===== src/ioc_pkg.sv =====
// Package: shared constants and types of the instant overcurrent unit
package ioc_pkg;
  localparam int SAMPLE_W = 16;
  localparam int PCT_W    = 12;
  localparam logic [11:0] START_PCT_MIN = 12'h014;
  localparam logic [11:0] START_PCT_MAX = 12'hbb8;
  localparam logic [11:0] START_PCT_RST = 12'h0c8;
  localparam logic [11:0] PCT_BASE      = 12'h064;
  typedef enum logic [1:0] {
    IOC_OP_OFF  = 2'h0,
    IOC_OP_PEAK = 2'h1,
    IOC_OP_FUND = 2'h2
  } ioc_mode_t;
  typedef struct packed {
    logic [SAMPLE_W-1:0] a;
    logic [SAMPLE_W-1:0] b;
    logic [SAMPLE_W-1:0] c;
  } ioc_phase_t;
  typedef struct packed {
    logic a;
    logic b;
    logic c;
  } ioc_trip_t;
endpackage


===== src/ioc_trip.sv =====
// Three-phase instant overcurrent decision block
// Function
// RULE1 - Mode off, peak or fundamental; off default
// RULE2 - Start percent 20 to 3000, default 200
// RULE3 - Exceeding threshold trips phase, no delay
// RULE4 - Each phase evaluated with own trip
// RULE5 - Peak magnitude derived per phase
// RULE6 - Upstream supplies fundamental RMS per phase
// RULE7 - Disable input forces all trips low
// RULE8 - Double input doubles the threshold
// RULE9 - Phase trips combined into general trip
// RULE10 - General trip is OR of phases
// RULE11 - Percent scaled by nominal, strict greater
// RULE12 - Trips registered per sample, sync reset
`timescale 1ns/1ps
module ioc_trip #(
  parameter int SAMPLE_W = ioc_pkg::SAMPLE_W,
  parameter int PEAK_WIN = 20
) (
  input  wire logic                CLK_SYS_I,        // 100 MHz clock
  input  wire logic                SYS_RST_I,        // Async reset, high
  input  wire logic                SAMPLE_CLR_I,     // Sync reset, high
  input  wire logic                SAMPLE_STB_I,     // New sample set
  input  wire ioc_pkg::ioc_phase_t SAMPLE_I,         // Signed samples
  input  wire ioc_pkg::ioc_phase_t FUND_RMS_I,       // Fundamental RMS
  input  wire logic [SAMPLE_W-1:0] NOMINAL_I,        // Nominal current
  input  wire ioc_pkg::ioc_mode_t  MODE_I,           // Operation mode
  input  wire logic [11:0]         START_PCT_I,      // Start percent
  input  wire logic                START_PCT_WE_I,   // Load start percent
  input  wire logic                DISABLE_I,        // Block input
  input  wire logic                THRESHOLD_X2_I,   // Double input
  output ioc_pkg::ioc_trip_t       PHASE_TRIP_O,     // Per-phase trips
  output logic                     ANY_PHASE_TRIP_O, // General trip
  output logic [11:0]              START_PCT_O,      // Active percent
  output ioc_pkg::ioc_phase_t      PEAK_MAG_O        // Peak magnitudes
);
  localparam int PROD_W = SAMPLE_W + 13;
  localparam int WIN_W  = $clog2(PEAK_WIN + 1);

  // The carrier structs fix the sample width, so only the package width can be served
  if (SAMPLE_W != ioc_pkg::SAMPLE_W || PEAK_WIN < 1) begin : g_param_check
    $error("ioc_trip: unsupported parameters");
  end

  logic [11:0]         start_pct;
  logic [11:0]         next_start_pct;
  logic [WIN_W-1:0]    win_cnt;
  logic [WIN_W-1:0]    next_win_cnt;
  ioc_pkg::ioc_trip_t  trip;
  ioc_pkg::ioc_trip_t  next_trip;
  logic                gen;
  logic                next_gen;
  ioc_pkg::ioc_phase_t peak;
  ioc_pkg::ioc_phase_t peak_q;
  ioc_pkg::ioc_phase_t next_peak_q;
  logic [PROD_W-1:0]   thr;
  logic                win_clr;
  logic [SAMPLE_W-1:0] meas [3];
  logic [SAMPLE_W-1:0] pk   [3];
  logic [SAMPLE_W-1:0] smp  [3];
  logic [2:0]          over;

  assign smp[0] = SAMPLE_I.a;
  assign smp[1] = SAMPLE_I.b;
  assign smp[2] = SAMPLE_I.c;
  assign win_clr = (win_cnt == '0);

  // Peak window restarts every PEAK_WIN samples, about one network period
  genvar g;
  generate
    for (g = 0; g < 3; g++) begin : g_ph
      ioc_peak #(.W(SAMPLE_W)) u_peak ( // RULE5
        .clk_i  (CLK_SYS_I),
        .rst_i  (SYS_RST_I),
        .stb_i  (SAMPLE_STB_I),
        .samp_i (smp[g]),
        .clr_i  (win_clr),
        .peak_o (pk[g])
      );
    end
  endgenerate

  assign peak = '{a: pk[0], b: pk[1], c: pk[2]};

  // Threshold in input units: nominal * percent / 100, optionally doubled
  always_comb begin
    // Operands widened first so the product cannot wrap at the input width
    thr = PROD_W'(NOMINAL_I) * PROD_W'(start_pct) / PROD_W'(ioc_pkg::PCT_BASE); // RULE11
    if (THRESHOLD_X2_I) begin
      thr = PROD_W'({thr, 1'b0}); // RULE8
    end
  end

  always_comb begin
    meas[0] = (MODE_I == ioc_pkg::IOC_OP_PEAK) ? pk[0] : FUND_RMS_I.a; // RULE6
    meas[1] = (MODE_I == ioc_pkg::IOC_OP_PEAK) ? pk[1] : FUND_RMS_I.b;
    meas[2] = (MODE_I == ioc_pkg::IOC_OP_PEAK) ? pk[2] : FUND_RMS_I.c;
    for (int i = 0; i < 3; i++) begin
      over[i] = PROD_W'(meas[i]) > thr; // RULE11 RULE4
    end
  end

  always_comb begin
    next_start_pct = start_pct;
    // Out-of-range writes are ignored so the setting never leaves its range
    if (START_PCT_WE_I && START_PCT_I >= ioc_pkg::START_PCT_MIN
        && START_PCT_I <= ioc_pkg::START_PCT_MAX) begin
      next_start_pct = START_PCT_I; // RULE2
    end
    next_win_cnt = win_cnt;
    next_trip    = trip;
    next_gen     = gen;
    next_peak_q  = peak_q;
    if (SAMPLE_CLR_I) begin
      next_trip    = '0; // RULE12
      next_gen     = 1'b0;
      next_win_cnt = '0;
    end else if (SAMPLE_STB_I) begin
      next_win_cnt = (win_cnt == WIN_W'(PEAK_WIN - 1)) ? '0 : WIN_W'(win_cnt + 1'b1);
      next_peak_q  = peak;
      if (DISABLE_I || MODE_I == ioc_pkg::IOC_OP_OFF
          || MODE_I == ioc_pkg::ioc_mode_t'(2'h3)) begin
        next_trip = '0; // RULE1 RULE7
        next_gen  = 1'b0;
      end else begin
        next_trip = '{a: over[0], b: over[1], c: over[2]}; // RULE3
        next_gen  = |over; // RULE9 RULE10
      end
    end
  end

  always_ff @(posedge CLK_SYS_I or posedge SYS_RST_I) begin
    if (SYS_RST_I) begin
      start_pct <= ioc_pkg::START_PCT_RST; // RULE2
      win_cnt   <= '0;
      trip      <= '0;
      gen       <= 1'b0;
      peak_q    <= '0;
    end else begin
      start_pct <= next_start_pct;
      win_cnt   <= next_win_cnt;
      trip      <= next_trip; // RULE12
      gen       <= next_gen;
      peak_q    <= next_peak_q;
    end
  end

  assign PHASE_TRIP_O     = trip;
  assign ANY_PHASE_TRIP_O = gen;
  assign START_PCT_O      = start_pct;
  assign PEAK_MAG_O       = peak_q;
endmodule


===== src/ioc_peak.sv =====
// Per-phase peak magnitude tracker of the sampled current
`timescale 1ns/1ps
module ioc_peak #(
  parameter int W = 16
) (
  input  wire logic         clk_i,   // System clock
  input  wire logic         rst_i,   // Async reset, high
  input  wire logic         stb_i,   // New sample strobe
  input  wire logic [W-1:0] samp_i,  // Signed sample
  input  wire logic         clr_i,   // Window restart
  output logic      [W-1:0] peak_o   // Peak magnitude
);
  logic [W-1:0] mag;
  logic [W-1:0] peak;
  logic [W-1:0] next_peak;

  always_comb begin
    mag = samp_i[W-1] ? W'(~samp_i + 1'b1) : samp_i;
    next_peak = peak;
    if (stb_i) begin
      if (clr_i || mag > peak) begin
        next_peak = mag;
      end
    end
  end

  always_ff @(posedge clk_i or posedge rst_i) begin
    if (rst_i) begin
      peak <= '0;
    end else begin
      peak <= next_peak;
    end
  end

  // Window includes the current sample so a fresh window never reads the previous window's peak
  assign peak_o = (stb_i && clr_i) ? mag : ((stb_i && mag > peak) ? mag : peak);
endmodule


===== config.mk =====
export PLATFORM = sky130hd
export DESIGN_NAME = ioc_trip
export DESIGN_NICKNAME = d
export VERILOG_FILES = /design/src/ioc_pkg.sv /design/src/ioc_trip.sv /design/src/ioc_peak.sv
export SDC_FILE = /design/constraint.sdc
export NUM_CORES = 1
export LEC_CHECK = 0
export BUFFER_PORTS_ARGS = -buffer_cell sky130_fd_sc_hd__buf_4
export CORE_ASPECT_RATIO = 0.5
export CORE_MARGIN = 8
export CORE_UTILIZATION = 30
export DETAILED_ROUTE_END_ITERATION = 8
export GPL_ROUTABILITY_DRIVEN = 0
export SYNTH_ARGS = -nofsm -noshare
export SYNTH_HDL_FRONTEND = slang
export SYNTH_HIERARCHICAL = 1
export SYNTH_SLANG_ARGS = --single-unit

===== constraint.sdc =====
create_clock -name CLK_SYS_I -period 24.8 [get_ports CLK_SYS_I]
set_clock_uncertainty 0.1 [all_clocks]
set_input_delay 4.96 -clock CLK_SYS_I [delete_from_list [all_inputs] [get_ports CLK_SYS_I]]
set_output_delay 4.96 -clock CLK_SYS_I [all_outputs]
set_load 0.05 [all_outputs]

==> results of run 1 <==
## registers in the layout, summed over array words and instances, names as in the netlist
signal and count:
win_cnt 5, ANY_PHASE_TRIP_O 1, PEAK_MAG_O 48, g_ph.u_peak/peak 48, START_PCT_O 12, PHASE_TRIP_O 3
## final timing paths
kind                                       from                 endpoint  slack, ns  depth (start not counted)
worst min register to register  PHASE_TRIP_O[2]          PHASE_TRIP_O[2]       0.40                          1
min in group asynchronous             SYS_RST_I  g_ph[2].u_peak/peak[11]       4.56                          2
max in group asynchronous             SYS_RST_I           PEAK_MAG_O[30]      19.18                          3
worst max-delay path               NOMINAL_I[7]         ANY_PHASE_TRIP_O       0.15                         99
worst min-delay path            PHASE_TRIP_O[2]          PHASE_TRIP_O[2]       0.40                          1
worst max register to register   START_PCT_O[4]         ANY_PHASE_TRIP_O       3.94                        102
## Yosys cell counts, types with 39 or more instances
cell type	count
fa_1	140
o21ai_0	79
xnor2_1	71
nor2_1	86
mux2_2	184
and2_1	89
inv_1	243
nand4_1	39
nand2_1	226
a21oi_1	103
ha_1	167
clkbuf_1	60
dfrtp_1	114
## what timing repair did
item / CTS / global route
setup buffers: 33 / 58
cloned: 1 / 1
endpoints found under the setup margin: 4 / 4
gates resized for setup: 88 / 305
pin swaps: 46 / 234
## cells in the final DEF, fill, tap and decap left out, types with 15 or more instances in the layout
cell type and instances:
buf_4 671, a21oi_2 33, fa_1 130, o21ai_0 54
a211oi_1 15, o211ai_1 26, mux2_2 185, ha_1 146
clkbuf_16 17, inv_2 16, a21oi_1 67, nand4_1 39
xnor2_1 66, and3_1 15, buf_6 35, mux2i_1 18
nor2_1 68, dfrtp_1 114, and2_1 79, nor2_2 16
o21ai_1 42, a21o_1 25, nand2b_1 31, nand3_1 31
mux2_4 25, inv_1 226, xor2_1 20, nor3_1 25
ha_4 19, nand2_1 214, a211oi_2 16, nor4_1 20
nor2b_1 24
## cell type report
class | instances | area [um^2]
repair buffers | 714 | 5590
inverters | 243 | 913
clock buffers | 18 | 439
fillers | 6683 | 39500
clock inverters | 13 | 149
flip-flops and latches | 117 | 2930
multi-input cells | 1901 | 18400
well taps | 945 | 1180
## worst max-delay path, delay by kind of cell
| kind | cells | cell delay [ns] |
|---|---|---|
| AO/OA/AOI/OAI | 41 | 7.81 |
| XOR/XNOR | 2 | 0.38 |
| adder cells (fa/ha/maj) | 7 | 3.18 |
| buffers and inverters | 18 | 2.70 |
| multiplexers | 2 | 0.24 |
| AND/OR/NAND/NOR | 29 | 5.56 |
## logic make-up (layout without fill, tap and decap cells)
logic type,after synthesis,count (layout),share of synthesized area
AO/OA/AOI/OAI,538,539,0.201
XOR/XNOR,101,101,0.0461
adder cells (fa/ha/maj),310,310,0.234
buffers and inverters,340,988,0.0673
flip-flops,117,117,0.139
multiplexers,240,240,0.132
AND/OR/NAND/NOR,710,711,0.180
## layer usage
| metal | share of wire | up-vias |
|---|---|---|
| met5 | 0 | - |
| met4 | 0.030 | 0 |
| met3 | 0.033 | 117 |
| met2 | 0.50 | 461 |
| met1 | 0.43 | 10093 |
| li1 | - | 9774 |
## per-stage QoR
| step | cell area [um^2] | hold WS (ns) | setup WS (ns) |
|---|---|---|---|
| finish | 29600 | 0.399 | 0.155 |
| global route | 29600 | 0.412 | -0.752 |
| CTS | 27800 | 0.401 | 0.00313 |
| detailed placement | 26500 | 0.388 | -0.972 |
| global placement | 26500 | 0.382 | -0.677 |
| floorplan | 21000 | 0.399 | 0.0310 |
==> summary by stage, run 1 <==
Critical path
Among the stages of the critical path, the cell type that occurs most often is buf_4. STA puts the critical path data arrival time at 24.87 ns. The slowest stage cell on the critical path is fa_1. The critical path class is input port to flop. At the worst endpoint, the required time is 25.02 ns. STA classifies the critical path startpoint as an input port. The worst setup path is captured at a flop. For this run, the slowest stage of the critical path takes 0.61 ns. The maximum net fanout on the critical path is 7.

Placed design
The detailed placer's ending HPWL is 52400 um. In this run, placement finished with an instance count of 3828. The count of buffers added on input and output ports is 196.

STA
The time the worst path needs with I/O delays and setup is 24.65 ns. Setup violations remaining at the end of the flow were counted as 0. Summed over all failing endpoints, the final setup total negative slack is 0 ns.

The share of the cycle needed by the critical path after routing is 0.994. The transition time at the pin with the least slew margin is 1.25 ns. Static timing analysis puts the maximum clock frequency at 0.0406 GHz.

The hold violation count in the final report is 0. The worst-case headroom to the max-slew limit is 0.159. Setup repair after global routing could not meet its margin everywhere.

The max-slew violation count was 0.

CTS
At the later pin of the worst-skew pair, clock insertion delay measures 0.44 ns. For this design, the CTS-stage hold fixing added 0 buffers. The H-tree depth is 4. CTS placed an instance of clkbuf_16 at the clock tree root. For this design, the sink count on the clock tree is 117. In this run, CTS created clock tree buffers numbering 17.

The maximum clock insertion buffer count is 2. TritonCTS built the clock tree. The clock input transition at the sequential cells of the worst setup and hold paths is 0.06 ns.

Global route
The number of global-route vias before repair was 20.7k. The largest net degree at the start of global routing is 70. The first global-routing pass estimated 106000 um of wire. The number of antenna violations at the first check in global routing came to 1. The met1 capacity usage during global routing is 0.202.

The global routing usage on met3 is 0.0143. The most crowded layer after global routing is met2. Across every metal layer, demand over resource in global routing totals 0.160.

For this run, global-route usage on met2 was measured as 0.286. The final global-route overflow total is 0.

Route
Wires add up to 67400 um. The starting DRC count in detailed routing is 1155. After detailed routing, the number of vias per cell comes to 5.17.

The final route contains 20.4k vias. For this run, design rule violations remaining after detail routing come to 0. The number of detailed-routing iterations run before antenna repair is 5.

The number of nets with antenna violations after routing is 0. In the final routed layout, each cell accounts on average for 17.0 um.

Yosys
In the synthesized netlist the async set-or-reset flop fraction comes to 1.00. Counting flops with a built-in enable in the synthesized netlist gives 0. The number of storage elements in the synthesis netlist is 117. The post-synthesis cell type with the largest combined area is dfrtp_1. The share of the Yosys chip area taken by registers is 0.139. In the synthesized netlist, the number of instances is 2356. The prevailing post-synth register cell is dfrtp_1. The total nets after synthesis is 2796. The synthesized area per cell is 8.93 um^2. The synthesized netlist occupies a cell area of 21000 um^2.

The synthesis warning total is 6. The number of distinct library cell variants in the gate-level netlist after synthesis is 131. By area the synthesized netlist is led by dfrtp_1 (14%), fa_1 (13%), ha_1 (9.9%), mux2_2 (9.9%), inv_1 (4.3%). The fraction of post-synthesis cell area in the top cell type by area is 0.136.

Die
The die outline area is 79300 um^2. The floorplan has 68 rows. The die width is 390 um.

For this configuration, the core starts out at a cell density of 0.304. The core region is 69200 um^2. In this run the count of I/O pins placed on the die edge is 197. The die extent in y is 203 um.

Cells and area
The antenna diode count is 0. Relative to the synthesized area, the layout overhead comes to 40.9%. The number of nets at the end of the flow is 3434. Excluding fillers, the count of instances in the completed layout stands at 3951. The fraction of layout instances using a drive strength above 1 is 0.446. The core utilization of the finished layout is 0.428.

Run
The number of max-capacitance violations reported is 0.

Run status
The flow ran to the end, and the final reports show no timing, DRC or antenna violations.

Worst hold path
The worst hold path belongs to the class flop to flop.
Power of run 1 is left out: the tool's default activity adds up to more than one toggle a clock period on the data nets, which glitch-free logic cannot reach.
==> run 2: changes to the inputs <==
- CORE_MARGIN: 8 -> unset
- REMOVE_ABC_BUFFERS: unset -> 1
==> run 2 against run 1 <==
Effect of this change: first-iteration DRC count decreased by 14%; critical path depth decreased by 1; die area decreased by 10%; critical endpoint unchanged; largest cell class unchanged.
==> summary by stage, run 2 (synthesized netlist as in run 1, its figures left out) <==
Cells and area
In the layout the commonest cells are buf_4 (678), inv_1 (227), nand2_1 (210). The fraction of layout instances using a drive strength above 1 is 0.441. The design area is 29700 um^2.

At the end of the flow, the number of nets in the layout was 3439. The layout overhead on the synthesized area is 41.0%. The number of fill cells in the layout is 6694. The most frequent standard cell in the layout excluding fill and tap cells is buf_4.

STA
Static timing analysis puts the maximum clock frequency at 0.0405 GHz. The worst-case headroom to the max-slew limit is 0.0550. Setup repair after global routing could not meet its margin everywhere. At the pin with the least slew margin, the transition time is 1.41 ns. The worst path meets setup with 0.0854 ns of slack. Dividing the final minimum period by the clock period gives 0.997.

The max-slew violation count came to 0. The time the worst path needs with I/O delays and setup is 24.71 ns. The hold violation count in the final report came to 0.

The final number of setup-violating endpoints is 0. The sum of negative setup slack is 0 ns.

Critical path
The dominant delay contributor by cell family on the critical path is compound AO/OA/AOI/OAI gates. The worst setup path is captured at a flop. The critical path required time is 25.03 ns.

STA classifies the critical path startpoint as an input port. The most frequent cell on the critical path is buf_4. The slowest stage cell on the critical path is fa_1. The critical path class is input port to flop. For this run, the slowest stage of the critical path takes 0.53 ns.

The number of buffers and inverters on the critical path is 15. The maximum net fanout on the critical path is 8. STA puts the critical path data arrival time at 24.95 ns.

CTS
The clock latency of the later-clocked register in the worst-skew pair is 0.44 ns. In this run the deepest clock path goes through 2 buffers. The sink count of the clock tree is 117.

The number of hold buffers added after CTS was 0. CTS built an H-tree with a depth of 4. In this run the clock root is driven by a clkbuf_16. The CTS tree is yes. The clock input transition at the sequential cells of the worst setup and hold paths is 0.06 ns. The number of clock buffers added by TritonCTS is 17.

Route
The starting DRC count in detailed routing is 999. The routed layout has 20.1k vias. The number of nets with antenna violations after routing is 0. Using the TritonRoute via totals, the vias-per-cell ratio works out to 5.08. The number of remaining DRC errors is 0. The routed design has 65200 um of wire. After detailed routing, the average wire length per cell comes to 16.5 um. The number of detailed-routing iterations run before antenna repair is 5.

Global route
Across every metal layer, demand over resource in global routing totals 0.179. For this run the aggregate overflow at the end of global routing stands at 0. Entering global routing, the biggest net connects 49 pins. The number of antenna violations at the first check in global routing is 2. The first global-routing pass estimated 105000 um of wire. The number of global-route vias before repair is 20.6k.

Die
The die outline area is 71200 um^2. The die width is 376 um. 197 I/O pins were placed. In this run the core area contains 68 standard-cell rows. The initial standard-cell utilization of the core is 0.304.

The die extent in y is 189 um. The area inside the core boundary is 69200 um^2.

Run
The number of max-capacitance violations reported is 0.

Worst hold path
The type of the worst min-delay path is flop to flop.

Placed design
In this run the cell area measured after placement is 26600 um^2. The count of input and output buffers is 196. OpenSTA, run right after detailed placement, puts the worst setup slack at -1.34 ns.

The detailed placer's ending HPWL is 51300 um.

Run status
The flow ran to the end, and the final reports show no timing, DRC or antenna violations.
run 2: through the flow:
step                cells  utilization  hold slack (ns)
floorplan            2259            -            0.399
global placement     3840        0.384            0.380
detailed placement   3840        0.384            0.386
CTS                  3898        0.403            0.400
global route         3958        0.429            0.425
finish               3958        0.429            0.397
run 2: path summary, 6_finish.rpt:
check | from | to | slack, ns | depth (start not counted)
hold / removal | PHASE_TRIP_O[0] | PHASE_TRIP_O[0] | 0.40 | 1
setup reg to reg | START_PCT_O[3] | ANY_PHASE_TRIP_O | 3.89 | 99
setup / recovery | NOMINAL_I[11] | ANY_PHASE_TRIP_O | 0.09 | 98
max in group asynchronous | SYS_RST_I | START_PCT_O[7] | 19.11 | 3
hold reg to reg | PHASE_TRIP_O[0] | PHASE_TRIP_O[0] | 0.40 | 1
min in group asynchronous | SYS_RST_I | PEAK_MAG_O[10] | 4.52 | 2
run 2: area by class of cell:
cell class	instances	area [um^2]	area share
antenna	2	5.00	0.000169
clock buffer	23	468	0.0158
clock inverter	8	100	0.00337
inverter	243	913	0.0308
multi-input combinational	1899	18400	0.620
sequential	117	2930	0.0988
tap	945	1180	0.0399
timing repair buffer	721	5660	0.191
run 2: what timing repair did:
action	4_1_cts	5_1_grt
buffers inserted	27	58
gates resized for setup	95	289
setup endpoints to repair	4	4
pin swaps	42	200
run 2: routing by layer:
metal / part of all wire / track usage / routed length, um / up-vias
met1: 0.45 / 0.230 / 29400 / 9980
li1: - / - / - / 9752
met4: 0.016 / 0.0430 / 1060 / 0
met5: 0 / 0 / 0 / -
met3: 0.023 / 0.0164 / 1510 / 63
met2: 0.51 / 0.322 / 33200 / 307
Power of run 2 is left out for the same reason.
